File: src/common/bkpt_emu_params.svh
// Offsets, field positions, reset values and counts of the breakpoint/emulator block.
// Included by the package and by bkpt_emu_ctrl; definitions only.
`ifndef BKPT_EMU_PARAMS_SVH
`define BKPT_EMU_PARAMS_SVH

`define ADDR_W 5
`define CSR_IDX 5'h00
`define TDR_IDX 5'h07

`define CSR_BREAKPOINT_STATE_FIELD_HI 31
`define CSR_BREAKPOINT_STATE_FIELD_LO 28
`define CSR_COLLIDE_BIT 10
`define CSR_EMU_BIT 9
`define CSR_HALT_BIT 8
`define CSR_TRACE_BIT 6
`define CSR_MAP_BIT 5
`define CSR_FORCE_BIT 4
`define CSR_RESET 32'h0000_0000

`define TDR_RESP_HI 31
`define TDR_RESP_LO 30
`define TDR_L2EN_BIT 1
`define TDR_L1EN_BIT 0
`define TDR_RESET 32'h0000_0000

`define RESP_HALT 2'h1
`define RESP_DBG_IRQ 2'h2

`define DD_NONE 4'h0
`define DD_WAIT1 4'h2
`define DD_TRIG1 4'h4
`define DD_WAIT2 4'hA
`define DD_TRIG2 4'hC

`define PST_HALT 4'hF
`define PST_EMU_ENTRY 4'hD
`define PST_EMU_EXIT 4'h7

`define EXC_PST_CYCLES 3'h3
`define FRAME_LONGWORDS 3'h2
`define DBG_VECTOR 8'h0C

`define TT_EMU 2'h2
`define TM_EMU_DATA 3'h5
`define TM_EMU_CODE 3'h6

`define WR_DONE_STATUS 16'hFFFF

`endif

File: src/common/bkpt_emu_pkg.sv
// Types shared by the breakpoint response / emulator-mode block.
// Assumes bkpt_emu_params.svh is on the include path.
package bkpt_emu_pkg;
  `include "bkpt_emu_params.svh"

  typedef enum logic [3:0] {
    BS_NONE  = 4'h0,
    BS_WAIT1 = 4'h1,
    BS_TRIG1 = 4'h2,
    BS_WAIT2 = 4'h5,
    BS_TRIG2 = 4'h6
  } breakpoint_state_field_t;

  typedef enum logic [1:0] {
    XS_IDLE  = 2'b00,
    XS_PST   = 2'b01,
    XS_FRAME = 2'b11,
    XS_VEC   = 2'b10
  } xseq_t;

  typedef enum logic [1:0] {
    BA_IDLE  = 2'b00,
    BA_STALL = 2'b01,
    BA_GRANT = 2'b11
  } barb_t;

  typedef struct packed {
    logic [1:0] tt;
    logic [2:0] tm;
  } xfer_attr_t;

  typedef struct packed {
    logic [`ADDR_W-1:0] addr;
    logic [31:0] wdata;
    logic wr;
    logic rd;
  } reg_req_t;

  typedef struct packed {
    logic [2:0] s;
    logic level;
  } sync_st_t;

  typedef struct packed {
    breakpoint_state_field_t breakpoint_state_field;
    logic [1:0] resp;
    logic l1_en;
    logic l2_en;
    logic force_emu;
    logic map;
    logic trace_emu;
    logic collide;
    logic arm;
    logic bus_pend;
    logic irq_pend;
    logic halted;
    logic emu;
    logic suppress;
    logic entry_pulse;
    logic exit_pulse;
    xseq_t xs;
    logic [2:0] xcnt;
    barb_t ba;
    logic [3:0] processor_status_port;
    logic [3:0] debug_data_port;
    xfer_attr_t attr;
    logic nocache;
    logic [2:0] irq_level;
    logic [31:0] rdata;
    logic wr_done;
    logic reject;
    logic exc_start;
    logic frame_wr;
    logic vec_fetch;
  } dbg_st_t;
endpackage

File: src/verilog/edge_sync3.sv
// Three-stage synchroniser with edge report for slow pins.
// Assumes the pin is asynchronous to clock_i; a change is taken once stages 1 and 2 agree.
`timescale 1ns/1ps
module edge_sync3 (
  input wire logic clock_i,
  input wire logic nrst_i,
  input wire logic pin_i,
  input wire logic reset_level_i,
  output logic level_o,
  output logic rise_o,
  output logic fall_o
);
  import bkpt_emu_pkg::*;

  sync_st_t st_r;
  sync_st_t st_nxt;

  always_comb begin
    st_nxt = st_r;
    st_nxt.s = {st_r.s[1:0], pin_i};
    // Stage 0 feeds only stage 1
    if (st_r.s[1] == st_r.s[2]) begin
      st_nxt.level = st_r.s[2];
    end
  end

  // Reset level is a tie-off, so the stages still load only constants
  always_ff @(posedge clock_i or negedge nrst_i) begin
    if (!nrst_i) begin
      st_r <= '0;
    end else begin
      st_r <= st_nxt;
    end
  end

  assign level_o = st_r.level ^ reset_level_i;
  assign rise_o = st_nxt.level & ~st_r.level & (st_r.s[1] == st_r.s[2]) ^ 1'b0;
  assign fall_o = ~st_nxt.level & st_r.level;
endmodule

File: src/verilog/bkpt_emu_ctrl.sv
// Breakpoint trigger response and emulator-mode control of the debug module.
// Assumes a core that reports sample points, instruction completion, exceptions and bus idle,
// and a debug register port driven by the serial engine or the core's own debug write.
`timescale 1ns/1ps
`include "bkpt_emu_params.svh"
module bkpt_emu_ctrl (
  input wire logic clock_i,
  input wire logic nrst_i,
  input wire bkpt_emu_pkg::reg_req_t reg_req_i,
  input wire logic reg_from_core_i,
  output logic [31:0] reg_rdata_o,
  output logic reg_wr_done_o,
  output logic [15:0] reg_wr_status_o,
  input wire logic cmd_needs_halt_i,
  output logic cmd_reject_o,
  input wire logic debug_serial_clock_i,
  input wire logic reset_input_n_i,
  input wire logic pc_hit_i,
  input wire logic bus_hit_i,
  input wire logic sample_point_i,
  input wire logic insn_done_i,
  input wire logic return_from_exception_i,
  input wire logic trace_exc_i,
  input wire logic go_i,
  input wire logic [2:0] irq_level_i,
  output logic [2:0] irq_level_o,
  input wire logic [3:0] core_pst_i,
  output logic [3:0] processor_status_port_o,
  input wire logic capture_busy_i,
  input wire logic [3:0] capture_data_i,
  output logic [3:0] debug_data_port_o,
  input wire bkpt_emu_pkg::xfer_attr_t core_attr_i,
  input wire logic access_is_code_i,
  output bkpt_emu_pkg::xfer_attr_t bus_attr_o,
  output logic cache_sram_disable_o,
  output logic halt_o,
  output logic emu_mode_o,
  output logic exc_start_o,
  output logic frame_wr_o,
  output logic vec_fetch_o,
  output logic [7:0] vector_num_o,
  input wire logic bdm_mem_req_i,
  input wire logic bus_idle_i,
  input wire logic bdm_cycle_done_i,
  output logic fetch_stall_o,
  output logic bus_grant_o
);
  import bkpt_emu_pkg::*;

  dbg_st_t st_r;
  dbg_st_t st_nxt;

  logic sclk_level;
  logic sclk_rise;
  logic sclk_fall;
  logic rstin_level;
  logic rstin_rise;
  logic rstin_fall;

  logic csr_sel;
  logic tdr_sel;
  logic hit_now;
  logic triggered;
  logic take_irq;
  logic [31:0] csr_view;
  logic [31:0] tdr_view;

  edge_sync3 u_sclk_sync (
    .clock_i(clock_i),
    .nrst_i(nrst_i),
    .pin_i(debug_serial_clock_i),
    .reset_level_i(1'b0),
    .level_o(sclk_level),
    .rise_o(sclk_rise),
    .fall_o(sclk_fall)
  );

  edge_sync3 u_rstin_sync (
    .clock_i(clock_i),
    .nrst_i(nrst_i),
    .pin_i(reset_input_n_i),
    .reset_level_i(1'b0),
    .level_o(rstin_level),
    .rise_o(rstin_rise),
    .fall_o(rstin_fall)
  );

  function automatic logic [3:0] breakpoint_state_field_to_dd(input breakpoint_state_field_t b);
    logic [3:0] d;
    d = `DD_NONE;
    unique case (b)
      BS_NONE: d = `DD_NONE;
      BS_WAIT1: d = `DD_WAIT1;
      BS_TRIG1: d = `DD_TRIG1;
      BS_WAIT2: d = `DD_WAIT2;
      BS_TRIG2: d = `DD_TRIG2;
      default: d = `DD_NONE;
    endcase
    return d;
  endfunction

  always_comb begin
    csr_view = `CSR_RESET;
    csr_view[`CSR_BREAKPOINT_STATE_FIELD_HI:`CSR_BREAKPOINT_STATE_FIELD_LO] = st_r.breakpoint_state_field;
    csr_view[`CSR_COLLIDE_BIT] = st_r.collide;
    csr_view[`CSR_EMU_BIT] = st_r.emu;
    csr_view[`CSR_HALT_BIT] = st_r.halted;
    csr_view[`CSR_TRACE_BIT] = st_r.trace_emu;
    csr_view[`CSR_MAP_BIT] = st_r.map;
    csr_view[`CSR_FORCE_BIT] = st_r.force_emu;
    tdr_view = `TDR_RESET;
    tdr_view[`TDR_RESP_HI:`TDR_RESP_LO] = st_r.resp;
    tdr_view[`TDR_L2EN_BIT] = st_r.l2_en;
    tdr_view[`TDR_L1EN_BIT] = st_r.l1_en;
  end

  assign csr_sel = (reg_req_i.addr == `CSR_IDX);
  assign tdr_sel = (reg_req_i.addr == `TDR_IDX);
  // Bus hits count only at a sample point, PC hits are checked there too
  assign hit_now = sample_point_i & (pc_hit_i | bus_hit_i | st_r.bus_pend) & ~st_r.suppress;
  assign triggered = hit_now & ((st_r.breakpoint_state_field == BS_WAIT1 && !st_r.l2_en) || st_r.breakpoint_state_field == BS_WAIT2);
  // Debug interrupt outranks every level, so it is taken whatever irq_level_i shows
  assign take_irq = sample_point_i & st_r.irq_pend & ~st_r.emu & (st_r.xs == XS_IDLE);

  always_comb begin
    st_nxt = st_r;
    st_nxt.entry_pulse = 1'b0;
    st_nxt.exit_pulse = 1'b0;
    st_nxt.wr_done = 1'b0;
    st_nxt.reject = 1'b0;
    st_nxt.exc_start = 1'b0;
    st_nxt.frame_wr = 1'b0;
    st_nxt.vec_fetch = 1'b0;
    st_nxt.rdata = '0;

    // Software clear first, hardware events below override it
    if (reg_req_i.rd && csr_sel) begin
      st_nxt.rdata = csr_view;
      if (st_r.breakpoint_state_field == BS_TRIG2 || (st_r.breakpoint_state_field == BS_TRIG1 && !st_r.l2_en)) begin
        st_nxt.breakpoint_state_field = BS_NONE;
      end
      st_nxt.collide = 1'b0;
    end else if (reg_req_i.rd && tdr_sel) begin
      st_nxt.rdata = tdr_view;
    end

    if (reg_req_i.wr && csr_sel) begin
      st_nxt.force_emu = reg_req_i.wdata[`CSR_FORCE_BIT];
      st_nxt.map = reg_req_i.wdata[`CSR_MAP_BIT];
      st_nxt.trace_emu = reg_req_i.wdata[`CSR_TRACE_BIT];
    end
    if (reg_req_i.wr && tdr_sel) begin
      st_nxt.resp = reg_req_i.wdata[`TDR_RESP_HI:`TDR_RESP_LO];
      st_nxt.l2_en = reg_req_i.wdata[`TDR_L2EN_BIT];
      st_nxt.l1_en = reg_req_i.wdata[`TDR_L1EN_BIT];
      st_nxt.breakpoint_state_field = BS_NONE;
      st_nxt.arm = reg_req_i.wdata[`TDR_L1EN_BIT];
      st_nxt.bus_pend = 1'b0;
    end
    if (reg_req_i.wr) begin
      st_nxt.wr_done = 1'b1;
    end

    // Serial clock edges during a core-side read or write mean the host broke the quiet rule
    if (reg_from_core_i && (reg_req_i.wr || reg_req_i.rd) && (sclk_rise || sclk_fall)) begin
      st_nxt.collide = 1'b1;
    end

    if ((reg_req_i.wr || reg_req_i.rd) && cmd_needs_halt_i && !st_r.halted) begin
      st_nxt.reject = 1'b1;
    end

    // Arm one cycle after the clear so the cleared code is visible
    if (st_r.arm && !(reg_req_i.wr && tdr_sel)) begin
      st_nxt.arm = 1'b0;
      st_nxt.breakpoint_state_field = BS_WAIT1;
    end

    if (bus_hit_i && !st_r.suppress && (st_r.breakpoint_state_field == BS_WAIT1 || st_r.breakpoint_state_field == BS_WAIT2)) begin
      st_nxt.bus_pend = 1'b1;
    end
    if (hit_now) begin
      st_nxt.bus_pend = 1'b0;
      unique case (st_r.breakpoint_state_field)
        BS_WAIT1: st_nxt.breakpoint_state_field = st_r.l2_en ? BS_WAIT2 : BS_TRIG1;
        BS_WAIT2: st_nxt.breakpoint_state_field = BS_TRIG2;
        BS_NONE, BS_TRIG1, BS_TRIG2: st_nxt.breakpoint_state_field = st_r.breakpoint_state_field;
        default: st_nxt.breakpoint_state_field = BS_NONE;
      endcase
    end

    if (triggered && st_r.resp == `RESP_HALT) begin
      st_nxt.halted = 1'b1;
    end else if (go_i) begin
      st_nxt.halted = 1'b0;
    end
    if (triggered && st_r.resp == `RESP_DBG_IRQ) begin
      st_nxt.irq_pend = 1'b1;
    end

    // Debug exception: abort, status 0xD, frame, vector
    unique case (st_r.xs)
      XS_IDLE: begin
        if (take_irq) begin
          // A trigger in the same cycle stays pending: set wins over the take
          st_nxt.irq_pend = triggered && (st_r.resp == `RESP_DBG_IRQ);
          st_nxt.exc_start = 1'b1;
          st_nxt.emu = 1'b1;
          st_nxt.xcnt = `EXC_PST_CYCLES;
          st_nxt.xs = XS_PST;
        end
      end
      XS_PST: begin
        st_nxt.xcnt = st_r.xcnt - 3'h1;
        if (st_r.xcnt == 3'h1) begin
          st_nxt.xcnt = `FRAME_LONGWORDS;
          st_nxt.xs = XS_FRAME;
        end
      end
      XS_FRAME: begin
        st_nxt.frame_wr = 1'b1;
        st_nxt.xcnt = st_r.xcnt - 3'h1;
        if (st_r.xcnt == 3'h1) begin
          st_nxt.xs = XS_VEC;
        end
      end
      XS_VEC: begin
        st_nxt.vec_fetch = 1'b1;
        st_nxt.xs = XS_IDLE;
      end
    endcase

    if (rstin_rise && st_r.force_emu) begin
      st_nxt.emu = 1'b1;
      st_nxt.entry_pulse = 1'b1;
    end
    if (trace_exc_i && st_r.trace_emu && !st_r.emu) begin
      st_nxt.emu = 1'b1;
      st_nxt.entry_pulse = 1'b1;
    end
    if (return_from_exception_i && st_r.emu && st_r.xs == XS_IDLE) begin
      st_nxt.emu = 1'b0;
      st_nxt.exit_pulse = 1'b1;
      st_nxt.suppress = 1'b1;
    end else if (insn_done_i) begin
      st_nxt.suppress = 1'b0;
    end

    // Memory command arbitration on the local bus
    unique case (st_r.ba)
      BA_IDLE: if (bdm_mem_req_i) st_nxt.ba = BA_STALL;
      BA_STALL: if (bus_idle_i) st_nxt.ba = BA_GRANT;
      BA_GRANT: if (bdm_cycle_done_i) st_nxt.ba = BA_IDLE;
      default: st_nxt.ba = BA_IDLE;
    endcase

    if (st_r.halted) begin
      st_nxt.processor_status_port = `PST_HALT;
    end else if (st_r.xs != XS_IDLE || st_r.exc_start || st_r.entry_pulse) begin
      st_nxt.processor_status_port = `PST_EMU_ENTRY;
    end else if (st_r.exit_pulse) begin
      st_nxt.processor_status_port = `PST_EMU_EXIT;
    end else begin
      st_nxt.processor_status_port = core_pst_i;
    end

    st_nxt.debug_data_port = capture_busy_i ? capture_data_i : breakpoint_state_field_to_dd(st_r.breakpoint_state_field);

    st_nxt.irq_level = st_r.emu ? 3'h0 : irq_level_i;

    // Remap covers frame writes and the vector fetch as well
    st_nxt.nocache = st_nxt.emu & st_r.map;
    if (st_nxt.emu && st_r.map) begin
      st_nxt.attr.tt = `TT_EMU;
      st_nxt.attr.tm = access_is_code_i ? `TM_EMU_CODE : `TM_EMU_DATA;
    end else begin
      st_nxt.attr = core_attr_i;
    end
  end

  always_ff @(posedge clock_i or negedge nrst_i) begin
    if (!nrst_i) begin
      st_r <= '0;
    end else begin
      st_r <= st_nxt;
    end
  end

  assign reg_rdata_o = st_r.rdata;
  assign reg_wr_done_o = st_r.wr_done;
  assign reg_wr_status_o = st_r.wr_done ? `WR_DONE_STATUS : 16'h0000;
  assign cmd_reject_o = st_r.reject;
  assign irq_level_o = st_r.irq_level;
  assign processor_status_port_o = st_r.processor_status_port;
  assign debug_data_port_o = st_r.debug_data_port;
  assign bus_attr_o = st_r.attr;
  assign cache_sram_disable_o = st_r.nocache;
  assign halt_o = st_r.halted;
  assign emu_mode_o = st_r.emu;
  assign exc_start_o = st_r.exc_start;
  assign frame_wr_o = st_r.frame_wr;
  assign vec_fetch_o = st_r.vec_fetch;
  assign vector_num_o = `DBG_VECTOR;
  assign fetch_stall_o = (st_r.ba != BA_IDLE);
  assign bus_grant_o = (st_r.ba == BA_GRANT);
endmodule

File: config.mk
export PLATFORM = sky130hd
export DESIGN_NAME = bkpt_emu_ctrl
export DESIGN_NICKNAME = d
export VERILOG_FILES = /design/src/common/bkpt_emu_pkg.sv /design/src/verilog/edge_sync3.sv /design/src/verilog/bkpt_emu_ctrl.sv
export VERILOG_INCLUDE_DIRS = /design/src /design/src/common
export SDC_FILE = /design/constraint.sdc
export NUM_CORES = 1
export LEC_CHECK = 0
export BUFFER_PORTS_ARGS = -buffer_cell sky130_fd_sc_hd__buf_4
export CELL_PAD_IN_SITES_DETAIL_PLACEMENT = 2
export CELL_PAD_IN_SITES_GLOBAL_PLACEMENT = 2
export CORE_MARGIN = 5
export CORE_UTILIZATION = 27
export DETAILED_ROUTE_END_ITERATION = 7
export HOLD_SLACK_MARGIN = 0.15
export PLACE_DENSITY = 0.84
export SKIP_LAST_GASP = 1
export SYNTH_ARGS = -nofsm -noshare
export SYNTH_HDL_FRONTEND = slang
export SYNTH_SLANG_ARGS = --single-unit
export TNS_END_PERCENT = 20
File: constraint.sdc
create_clock -name clock_i -period 1.9 [get_ports clock_i]
set_input_delay 0.19 -clock clock_i [delete_from_list [all_inputs] [get_ports clock_i]]
set_output_delay 0.19 -clock clock_i [all_outputs]
set_load 0.05 [all_outputs]
# Word level (Yosys, flattened, before mapping)
# Cells that the tools add are included.
# word_totals
regBits	89
in_bits	73
output_inout_bits	82
elab_cells	185
# op_classes
add_sub_neg	1
eq_ne	22
muxes	56
n_bitwise	19
n_reduce_logical	52
# ops
operator	n
32-bit two-way mux	2
4-bit two-way mux	8
1-bit two-way mux	28
1-bit logical AND	21
16-bit two-way mux	1
4-bit case mux with 4 select lines	1
5-bit two-way mux	3
2-bit inequality test (second input constant)	7
1-bit AND	12
2-bit two-way mux	6
4-bit case mux with 3 select lines	1
2-bit nonzero test	6
3-bit case mux with 3 select lines	1
3-bit AND reduction	3
2-bit == test (second input constant)	4
4-bit by 3-bit == test with 1-bit output (second input constant)	2
8-bit two-way mux	1
2-bit case mux with 4 select lines	1
4-bit nonzero test	2
1-bit logical OR	7
2-bit by 1-bit == test with 1-bit output (second input constant)	3
3-bit two-way mux	2
2-bit case mux with 3 select lines	1
3-bit nonzero test	2
other kinds (14)	25

# Longest topological paths before layout
# Gate-level depths: netlist (run 1).
# depth
word_depth	10
depth_mapped	6

# Hierarchy
# A second synthesis (run 1) with hierarchy kept.
# hier_totals
cells_unflattened	289
area_unflattened_um2	3189.3
# modules_own_cells
mod	instances	cells_each	area_each_um2	seq_area_each_um2
bkpt_emu_ctrl	1	273	2914.0	1501.4
edge_sync3	2	8	137.6	100.1

# Least setup slack after synthesis (run 1)
# No wires, ideal clock.
# synth_path
path_type	register to register
from	reg st_r, in the netlist emu_mode_o
to	reg st_r, in the netlist bus_attr_o[1]
setup_ps	125
arrival_ps	1573
t_required_ps	1775
setup_slack_ps	202
path_stages_with_launch	5
synth_period_minus_slack_ps	1698
cell_sequence	dfrtp_1 and4bb_2 a41oi_2 nand2_1 mux2_2
# synth_rtl
element	line_no	text
start: declaration	bkpt_emu_ctrl.sv:50	dbg_st_t st_r;
start signal: assignment	bkpt_emu_ctrl.sv:285	st_r <= st_nxt;

# Worst setup path in the final report (run 1)
# layout_path
from	in reg_req_i[1] (netlist bit)
to	reg st_r, in the netlist csr_view[28]
# layout_between
elab_chain_len	5
# layout_rtl
element	line_no	text
start: declaration	bkpt_emu_ctrl.sv:9	input wire bkpt_emu_pkg::reg_req_t reg_req_i,
1-bit logical AND (*)	bkpt_emu_ctrl.sv:152, bkpt_emu_ctrl.sv:174	
1-bit zero test	bkpt_emu_ctrl.sv:174	if (st_r.arm && !(reg_req_i.wr && tdr_sel)) begin
1-bit logical AND	bkpt_emu_ctrl.sv:174	
4-bit nonzero test (no line) / 4-bit two-way mux (equally long branches)	n/a	
3-bit AND reduction (no line) / 4-bit two-way mux (equally long branches)	n/a	
# Every way passes the cells marked *; elsewhere a longest branch is shown, timed or not.
# A chain may end at the register's enable or synchronous reset.

==> results of run 1 <==
==> metrics by stage <==
step           area [µm²]  total power, µW  cells
5_1_grt              4400             5040    543
3_3_place_gp         3690             3100    484
2_1_floorplan        3270             2860    310
4_1_cts              4400             4850    543
6_report             4400             4770    543
3_5_place_dp         3690             3170    484
==> synth_stat cells (2+ instances only) <==
master and number:
nor2b_1 5, maj3_1 2, nor4_1 4, and2_1 7
nand3_1 2, inv_1 16, nand2_1 16, nand4_1 3
o22ai_1 2, nor3_1 3, a21o_1 2, a21oi_1 3
mux2i_1 2, nor2_1 13, a22o_1 2, mux2_2 8
nand2b_1 7, conb_1 2, or4_1 2, and2_2 5
buf_4 72, o21ai_0 10, ha_1 2, dfrtp_1 68
==> flip-flops by register name (all words and copies together), names as in the netlist, 2 cells and up <==
register,flops
st_r,17
reg_rdata_o,12
csr_view,7
bus_attr_o,5
debug_data_port_o,4
processor_status_port_o,4
irq_level_o,3
u_rstin_sync.st_nxt,2
u_rstin_sync.st_r,2
u_sclk_sync.st_nxt,2
u_sclk_sync.st_r,2
==> final timing paths <==
| path | slack, ns | end | depth (start not counted) |
|---|---|---|---|
| setup reg to reg | 0.28 | bus_attr_o[1]$_DFF_PN0_ | 4 |
| hold reg to reg | 0.35 | u_sclk_sync.st_nxt[3]$_DFF_PN0_ | 0 |
| max in group asynchronous | 1.20 | csr_view[5]$_DFFE_PN0P_ | 3 |
| setup / recovery | 0.18 | csr_view[28]$_DFFE_PN0P_ | 6 |
| hold / removal | 0.15 | st_r[67]$_DFFE_PN0P_ | 3 |
| min in group asynchronous | 0.39 | reg_rdata_o[10]$_DFF_PN0_ | 3 |
==> what timing repair did <==
| item | in CTS | in global routing |
|---|---|---|
| endpoints found under the setup margin | 0 | 1 |
| hold buffers | 43 | 1 |
| endpoints found under the hold margin | 102 | 1 |
==> cells in the final DEF, fill, tap and decap left out, drive strengths merged, types with 5 or more instances in the layout <==
| cell type | count |
|---|---|
| buf | 106 |
| dfrtp | 68 |
| dlygate4sd3 | 43 |
| conb | 28 |
| inv | 16 |
| nand2 | 16 |
| nor2 | 13 |
| and2 | 12 |
| o21ai | 10 |
| clkbuf | 10 |
| mux2 | 8 |
| nand2b | 7 |
| nor2b | 5 |
| nor3 | 5 |
| clkinv | 5 |
==> metal layers <==
layer,part of all wire [%],wire [µm],track usage (%),up-vias
met3,7.5,663,4.87,12
met2,51,4470,21.7,97
met4,1.5,133,3.83,0
met5,0,0,0,-
met1,40,3530,14.4,1129
li1,-,-,-,1069
==> worst max-delay path, stage by stage <==
cell           delay (ns)
dlygate4sd3_1        0.53
buf_4                0.15
nand4_1              0.17
or3_1                0.43
mux2_2               0.29
a22o_1               0.18
==> logic make-up after synthesis <==
family	count (synthesis)
AND/OR/NAND/NOR	78
adder cells (fa/ha/maj)	4
flip-flops	68
multiplexers	10
AO/OA/AOI/OAI	31
buffers and inverters	91
other	2
==> cell type report <==
type / count / area share [%]
sequential: 68 / 38.7
clock buffer: 10 / 5.43
multi-input combinational: 151 / 21.4
clock inverter: 6 / 0.910
tap: 143 / 4.07
timing repair buffer: 149 / 28.2
inverter: 16 / 1.37
==> power groups by stage <==
| stage | clock, µW | combinational [µW] | sequential (µW) |
|---|---|---|---|
| 2_1_floorplan | 0 | 1010 | 1850 |
| 4_1_cts | 1620 | 1420 | 1810 |
| 3_3_place_gp | 0 | 1290 | 1810 |
| 3_5_place_dp | 0 | 1330 | 1840 |
| 5_1_grt | 1690 | 1500 | 1850 |
| 6_report | 1550 | 1410 | 1810 |
==> metrics.cfg, run 1 <==
[outcome]
outcome=finished, final reports clean

[placed_design]
portBuffers=101
detailed_placement_wirelength_estimate_um=6250
gp_congestion=0.749
pre_cts_ws_ns=0.229

[global_route]
vias_in_the_first_global_route=2617
grt_antenna_before_repair=0
grt_remaining_overflow=0
largest_net_degree_at_the_start_of_global_routing=69
grt_use_total_pct=12.5
grt_pass1_wl_um=13800

[clock_tree]
cts-htree-levels=3
clkSinkCount=68
path_clk_slew_ns=0.06
clock-root-buffer=clkbuf_16
clock_insertion_delay_worst_skew_ns=0.33
clockBufferDepth=2
post_cts.resized_instances=0
cts_tree=built
tritoncts.num_buffers=9
number_of_buffers_inserted_to_repair_setup_after_cts=0

[sta]
setup_total_negative_slack_ns=0
finClkSkew_ns=0.00567
grt_setup_unrepaired=false
timing.final.max_slew_violations=0
timing.fmax_mhz=580
final_min_period_over_clock_period_pct=90.8
finalSetupViolations=0
whs_ns=0.154
hold_violations=0
final.setup.worst_slack_ns=0.175
final.min_clock_period_ns=1.72

[power]
power_density_nw_per_um2=1080
total_internal_power_uw=3060
net-switching-power_uw=1710
comb_power_share_pct=29.5
net_switching_share_of_the_total_power_pct=35.8
static_leak_uw=0.00221
clock_power_share_pct=32.5
ir_drop_uv=522
seq_power_share_pct=38.0

[synth]
synth_top_cell_area_share_pct=53.6
synth_compound_gate_area_share_pct=7.02
synthDistinctLibCells=50
synth_top_family_by_area=buffers and inverters
synth.area.top_cells=dfrtp_1 54%, buf_4 17%, mux2_2 2.8%
netlist_instances=284
dominantRegCellSynth=dfrtp_1
seq_area_frac_synth_pct=53.6
synth-edff-count=0
muxShareOfSynthArea_pct=3.47
synth_area_leader_cell=dfrtp_1
synth_area_um2=3170
synth_xor_xnor_area_share_pct=0
yosys_warnings=0
yosys.area_share.simple_pct=14.4
synth.ff_latch_count=68
postSynth.asyncResetShare_pct=100
synth-adder-area-share_pct=1.42
post_synth.cell_area_avg_um2=11.2

[critical_path]
timing.critical_path.arrival_ns=1.95
crit_start=reg_req_i[1]
crit_required_ns=2.12
reg_to_reg_critical_path_startpoint=emu_mode_o$_DFF_PN0_
startpoint_type=primary input
path_max_fanout=5
timing.setup.critical_path_class=in -> reg
end_kind=flop

[die]
fp.dieW_um=118
dieArea_um2=14000
rows=39
floorplan.initialDensity_pct=27.7
die-height_um=118
floorplan.core_area_um2=11500
io-pin-count=155

[drt]
detail_route.wirelength_um=8800
detail-route-antenna-nets=0
routed-via-count=2307
routed_via_density=4.25
first_pass_iters=4
drc_errors=0
routedWlPerCell_um=16.2
drt_iter0_markers=38

[layout]
diodes=0
ratio_of_cells_with_drive_above_1_in_the_final_layout_pct=35.3
sequential_cell_area_um2=1700
area_growth_pct=38.6
multi_input_comb_area_um2=941
final_util_pct=38.4
final.fill_count=1224
finish.net_count=470

[job]
drv_cap=0

[hold_path]
min_from=bus_hit_i
worst_min_delay_path_category=in -> reg

No activity file was read; power rests on OpenSTA's default activity.
==> run 2, diff against run 1 <==
--- a/config.mk
+++ b/config.mk
@@ -14,6 +14,7 @@
 export DETAILED_ROUTE_END_ITERATION = 7
 export HOLD_SLACK_MARGIN = 0.15
 export PLACE_DENSITY = 0.84
+export RECOVER_POWER = 25
 export SKIP_LAST_GASP = 1
 export SYNTH_ARGS = -nofsm -noshare
 export SYNTH_HDL_FRONTEND = slang
==> run 2 against run 1 <==
Compared with the run above:
- via count barely moved
- setup slack better by 0.00082 ns
- utilization decreased by 0.11 points
- critical path depth is the same
- clock skew fell by 0.00055 ns
- first-iteration DRC count fell by 2.6%
- sequential power about the same
- cell area down 0.28%
- clock power about the same
- final cell count unchanged
- worst hold slack better by 0.00094 ns
- combinational power hardly changed
- largest power group unchanged
==> metrics.cfg, run 2 (synthesis gave the netlist of run 1 again) <==
[layout]
finish.net_count=470  ; unchanged
final_cell_mix=102 x buf_4, 68 x dfrtp_1, 43 x dlygate4sd3_1, 28 x conb_1  ; was 105 x buf_4, 68 x dfrtp_1, 43 x dlygate4sd3_1, 28 x conb_1
ratio_of_cells_with_drive_above_1_in_the_final_layout_pct=35.3  ; unchanged
largest_register_ff_count=17  ; unchanged
area_growth_pct=38.2  ; was 38.6%
diodes=0  ; unchanged
leading_cell_type_in_the_layout_fill_and_taps_excluded=buf_4  ; unchanged
largest_register=st_r  ; unchanged

[critical_path]
end_kind=flop  ; unchanged
path_cells=dlygate4sd3_1 > buf_4 > nand4_1 > or3_1 > mux2_2 > a22o_1  ; unchanged
max_stage_delay_ns=0.53  ; about the same
crit_required_ns=2.12  ; about the same
path_max_fanout=5  ; unchanged
slowest_stage=dlygate4sd3_1  ; unchanged
timing.critical_path.arrival_ns=1.94  ; was 1.95 ns
setup.reg_to_reg.worst_slack_ns=0.27  ; was 0.28 ns
startpoint_type=primary input  ; unchanged
timing.setup.critical_path_class=in -> reg  ; unchanged

[global_route]
gr-max-usage-layer=met2  ; unchanged
grt_antenna_before_repair=0  ; unchanged
grt_remaining_overflow=0  ; unchanged
grtUsageMet2_pct=21.7  ; unchanged
largest_net_degree_at_the_start_of_global_routing=69  ; unchanged
vias_in_the_first_global_route=2617  ; unchanged
grt_use_total_pct=12.5  ; unchanged
grt.met1_usage_pct=14.4  ; unchanged
global_route.usage.met3_pct=4.87  ; unchanged
grt_pass1_wl_um=13800  ; unchanged

[drt]
drt_iter0_markers=37  ; was 38
detail-route-antenna-nets=0  ; unchanged
routed_via_density=4.25  ; about the same
first_pass_iters=4  ; unchanged
routed-via-count=2308  ; was 2,307
drc_errors=0  ; unchanged
routedWlPerCell_um=16.3  ; was 16.2 µm
detail_route.wirelength_um=8830  ; was 8800 µm

[clock_tree]
clock_insertion_delay_worst_skew_ns=0.33  ; about the same
clock-root-buffer=clkbuf_16  ; unchanged
number_of_buffers_inserted_to_repair_setup_after_cts=0  ; unchanged
clkSinkCount=68  ; unchanged
cts_tree=built  ; unchanged
clockBufferDepth=2  ; unchanged
cts-htree-levels=3  ; unchanged
tritoncts.num_buffers=9  ; unchanged
path_clk_slew_ns=0.06  ; about the same

[die]
rows=39  ; unchanged
floorplan.core_area_um2=11500  ; unchanged
fp.dieW_um=118  ; unchanged
floorplan.initialDensity_pct=27.7  ; unchanged
die-height_um=118  ; unchanged
io-pin-count=155  ; unchanged
dieArea_um2=14000  ; unchanged

[sta]
grt_setup_unrepaired=false  ; unchanged
worstMarginPinSlew_ns=0.941
finalSetupViolations=0  ; unchanged
timing.fmax_mhz=580  ; about the same
timing.final.max_slew_violations=0  ; unchanged
finClkSkew_ns=0.00511  ; was 0.00567 ns
final.min_clock_period_ns=1.72  ; about the same
final_min_period_over_clock_period_pct=90.7  ; was 90.8%
slew_headroom_pct=37.3
setup_total_negative_slack_ns=0  ; unchanged
hold_violations=0  ; unchanged

[placed_design]
portBuffers=101  ; unchanged
detailed_placement_wirelength_estimate_um=6250  ; unchanged
gp_congestion=0.749  ; unchanged

[power]
net_switching_share_of_the_total_power_pct=35.9  ; was 35.8%
ir_drop_uv=522  ; about the same
static_leak_uw=0.00220  ; was 0.00221 µW
net-switching-power_uw=1710  ; about the same
comb_power_share_pct=29.5  ; about the same
power_density_nw_per_um2=1090  ; was 1080 nW/µm²
total_internal_power_uw=3050  ; was 3060 µW
seq_power_share_pct=38.0  ; about the same
clock_power_share_pct=32.5  ; about the same
totalPowerFinal_uw=4760  ; was 4770 µW

[job]
drv_cap=0  ; unchanged

[outcome]
outcome=finished, final reports clean  ; unchanged

[hold_path]
worst_min_delay_path_category=in -> reg  ; unchanged

run 2: cell types whose count changed in the layout (fill, tap and decap cells not counted), sizes merged:
cell    delta
clkbuf     +4
buf        -4
run 2: per-stage QoR:
stage	utilization [%]	setup WS (ns)	hold WS, ns	instances	cell area [µm²]
detailed placement	32.2	0.229	0.238	484	3690
CTS	38.4	0.0649	0.151	543	4400
global route	38.3	0.142	0.182	543	4390
global placement	32.2	0.287	0.225	484	3690
finish	38.3	0.176	0.155	543	4390
floorplan	-	0.202	-0.106	310	3270
run 2: power by group through the flow:
stage / clock network (µW) / registers, µW / logic [µW]
after floorplan: 0 / 1850 / 1010
after global placement: 0 / 1810 / 1290
after detailed placement: 0 / 1840 / 1330
after CTS: 1620 / 1810 / 1420
after global routing: 1690 / 1850 / 1500
final: 1550 / 1810 / 1400
run 2: repair_timing:
item	4_1_cts	5_1_grt
hold endpoints to repair	102	1
resized for setup	0	0
setup endpoints to repair	0	1
hold buffers	43	1
run 2: layout make-up:
cell class / instances / area [µm²]
clock buffers: 10 / 239
flip-flops and latches: 68 / 1700
multi-input cells: 151 / 941
well taps: 143 / 179
repair buffers: 149 / 1230
fillers: 1225 / 7080
inverters: 16 / 60.1
clock inverters: 6 / 40.0
run 2: path summary, 6_finish.rpt:
check	end	from	depth (start not counted)
min reg2reg	u_sclk_sync.st_nxt[3]$_DFF_PN0_	u_sclk_sync.st_nxt[2]$_DFF_PN0_	0
min	st_r[67]$_DFFE_PN0P_	bus_hit_i	3
min in group asynchronous	reg_rdata_o[10]$_DFF_PN0_	nrst_i	3
max reg2reg	bus_attr_o[1]$_DFF_PN0_	emu_mode_o$_DFF_PN0_	4
max in group asynchronous	st_r[54]$_DFFE_PN0P_	nrst_i	3
max	csr_view[28]$_DFFE_PN0P_	reg_req_i[1]	6
run 2: critical path: cells and delay by family:
kind | cells | cell delay, ns
AOI/OAI and AO/OA | 1 | 0.18
buffers and inverters | 2 | 0.68
muxes | 1 | 0.29
and+or+nand+nor | 2 | 0.60
run 2: routing by layer:
layer / wire length (µm) / up-vias
li1: - / 1068
met1: 3510 / 1131
met2: 4530 / 97
met3: 663 / 12
met4: 133 / 0
met5: 0 / -
==> run 3, diff against run 2 <==
--- a/config.mk
+++ b/config.mk
@@ -14,7 +14,7 @@
 export DETAILED_ROUTE_END_ITERATION = 7
 export HOLD_SLACK_MARGIN = 0.15
 export PLACE_DENSITY = 0.84
-export RECOVER_POWER = 25
+export RECOVER_POWER = 50
 export SKIP_LAST_GASP = 1
 export SYNTH_ARGS = -nofsm -noshare
 export SYNTH_HDL_FRONTEND = slang
==> run 3 against run 2 <==
Compared with the run above:
- utilization down 0.29 points
- sequential cell count unchanged
- fmax down 1.7%
- worst hold slack about the same
- count of clock-buffer cells in the layout unchanged
- global-route usage unchanged
- highest routed layer unchanged
==> metrics.cfg, run 3 (synthesis gave the netlist of run 1 again) <==
[clock_tree]
number_of_buffers_inserted_to_repair_setup_after_cts=0  ; unchanged
clkSinkCount=68  ; unchanged
cts_tree=built  ; unchanged
clock-root-buffer=clkbuf_16  ; unchanged
clockBufferDepth=2  ; unchanged
clock_insertion_delay_worst_skew_ns=0.33  ; about the same
post_cts.resized_instances=0  ; unchanged
tritoncts.num_buffers=9  ; unchanged
path_clk_slew_ns=0.06  ; about the same
cts-htree-levels=3  ; unchanged

[global_route]
grt_antenna_before_repair=0  ; unchanged
grt_remaining_overflow=0  ; unchanged
grt_use_total_pct=12.5  ; unchanged
largest_net_degree_at_the_start_of_global_routing=69  ; unchanged
grt_pass1_wl_um=13800  ; unchanged
vias_in_the_first_global_route=2617  ; unchanged

[layout]
leading_cell_type_in_the_layout_fill_and_taps_excluded=buf_4  ; unchanged
sequential_cell_area_um2=1700  ; unchanged
multi_input_comb_area_um2=941  ; unchanged
final_cell_mix=89 x buf_4, 68 x dfrtp_1, 43 x dlygate4sd3_1, 28 x conb_1  ; was 102 x buf_4, 68 x dfrtp_1, 43 x dlygate4sd3_1, 28 x conb_1
layout.cell_area.non_filler_um2=4350  ; was 4390 µm²
ratio_of_cells_with_drive_above_1_in_the_final_layout_pct=32.8  ; was 35.3%
final.fill_count=1232  ; was 1,225
final_cell_count_no_fill=543  ; unchanged
finish.net_count=470  ; unchanged
largest_register_ff_count=17  ; unchanged
area_growth_pct=37.1  ; was 38.2%
diodes=0  ; unchanged
largest_register=st_r  ; unchanged

[sta]
slew_headroom_pct=37.3  ; about the same
timing.fmax_mhz=570  ; was 580 MHz
finClkSkew_ns=0.00531  ; was 0.00511 ns
grt_setup_unrepaired=false  ; unchanged
hold_violations=0  ; unchanged
worstMarginPinSlew_ns=0.940  ; was 0.941 ns
timing.final.max_slew_violations=0  ; unchanged
finalSetupViolations=0  ; unchanged
final_min_period_over_clock_period_pct=92.3  ; was 90.7%
setup_total_negative_slack_ns=0  ; unchanged
final.min_clock_period_ns=1.75  ; was 1.72 ns
whs_ns=0.155  ; about the same

[power]
static_leak_uw=0.00217  ; was 0.00220 µW
seq_power_share_pct=38.2  ; was 38.0%
power_density_nw_per_um2=1090  ; about the same
clock_power_share_pct=32.7  ; was 32.5%
net-switching-power_uw=1710  ; about the same
total_internal_power_uw=3030  ; was 3050 µW
ir_drop_uv=479  ; was 522 µV
totalPowerFinal_uw=4730  ; was 4760 µW
net_switching_share_of_the_total_power_pct=36.0  ; was 35.9%
comb_power_share_pct=29.1  ; was 29.5%

[job]
drv_cap=0  ; unchanged

[critical_path]
path_max_fanout=9  ; was 5
timing.critical_path.arrival_ns=2.02  ; was 1.94 ns
startpoint_type=primary input  ; unchanged
end_kind=flop  ; unchanged
timing.setup.critical_path_class=in -> reg  ; unchanged
crit_required_ns=2.16  ; was 2.12 ns

[drt]
routed_via_density=4.26  ; was 4.25
detail-route-antenna-nets=0  ; unchanged
routed-via-count=2311  ; was 2,308
routedWlPerCell_um=16.2  ; was 16.3 µm
drc_errors=0  ; unchanged
first_pass_iters=4  ; unchanged
detail_route.wirelength_um=8820  ; was 8830 µm
drt_iter0_markers=41  ; was 37

[die]
rows=39  ; unchanged
floorplan.core_area_um2=11500  ; unchanged
die-height_um=118  ; unchanged
fp.dieW_um=118  ; unchanged
floorplan.initialDensity_pct=27.7  ; unchanged
io-pin-count=155  ; unchanged
dieArea_um2=14000  ; unchanged

[placed_design]
placedInstanceArea_um2=3690  ; unchanged
portBuffers=101  ; unchanged
detailed_placement_wirelength_estimate_um=6250  ; unchanged
gp_congestion=0.749  ; unchanged
placed_cells_incl_taps=484  ; unchanged

[hold_path]
worst_min_delay_path_category=in -> reg  ; unchanged

[outcome]
outcome=finished, final reports clean  ; unchanged

==> run 3: cell count changes in the layout (fill, tap and decap cells not counted) <==
cell      change
clkbuf_1      +9
clkbuf_4      +4
and4bb_2      -1
and4bb_1      +1
buf_4        -13
==> run 3: critical path: stages <==
cell and delay, ns:
dlygate4sd3_1 0.53, clkbuf_1 0.41, nor3_2 0.08, buf_4 0.18, or4_1 0.49, nand4_1 0.12
==> run 3: area by class of cell <==
| type | instances | share of cell area (%) |
|---|---|---|
| sequential | 68 | 39.1 |
| timing repair buffer | 149 | 27.4 |
| multi-input combinational | 151 | 21.6 |
| clock buffer | 10 | 5.49 |
| tap | 143 | 4.11 |
| inverter | 16 | 1.38 |
| clock inverter | 6 | 0.920 |
==> run 3: path summary, 6_finish.rpt <==
path	startpoint	endpoint	slack, ns	depth (start not counted)
max	reg_req_i[38]	csr_view[29]$_DFFE_PN0P_	0.15	6
min	bus_hit_i	st_r[67]$_DFFE_PN0P_	0.15	3
max reg2reg	st_r[60]$_DFFE_PN0P_	bus_attr_o[1]$_DFF_PN0_	0.26	4
min reg2reg	u_sclk_sync.st_nxt[2]$_DFF_PN0_	u_sclk_sync.st_nxt[3]$_DFF_PN0_	0.35	0
max in group asynchronous	nrst_i	st_r[54]$_DFFE_PN0P_	0.62	3
min in group asynchronous	nrst_i	reg_rdata_o[10]$_DFF_PN0_	0.68	3
==> run 3: routing by layer <==
metal / share of wire, % / routed length, µm / vias to the layer above / track usage (%)
li1: - / - / 1067 / -
met1: 40 / 3520 / 1135 / 14.4
met2: 51 / 4530 / 97 / 21.7
met3: 7.3 / 644 / 12 / 4.87
met4: 1.5 / 133 / 0 / 3.83
met5: 0 / 0 / - / 0
==> run 3: stage by stage <==
step                      util, %  worst slack, ns
final                        38.0            0.147
after global routing         38.0           0.0780
after CTS                    38.4           0.0649
after detailed placement     32.2            0.229
after global placement       32.2            0.287
after floorplan                 -            0.202
==> run 3: what timing repair did <==
action                                  in CTS  in global routing
endpoints found under the setup margin       0                  1
hold buffers                                43                  1
hold endpoints to repair                   102                  1
==> run 3: power groups by stage <==
stage                     clock network, µW  registers, µW  logic [µW]
final                                  1550           1810        1380
after global routing                   1690           1850        1470
after CTS                              1620           1810        1420
after detailed placement                  0           1840        1330
after global placement                    0           1810        1290
after floorplan                           0           1850        1010
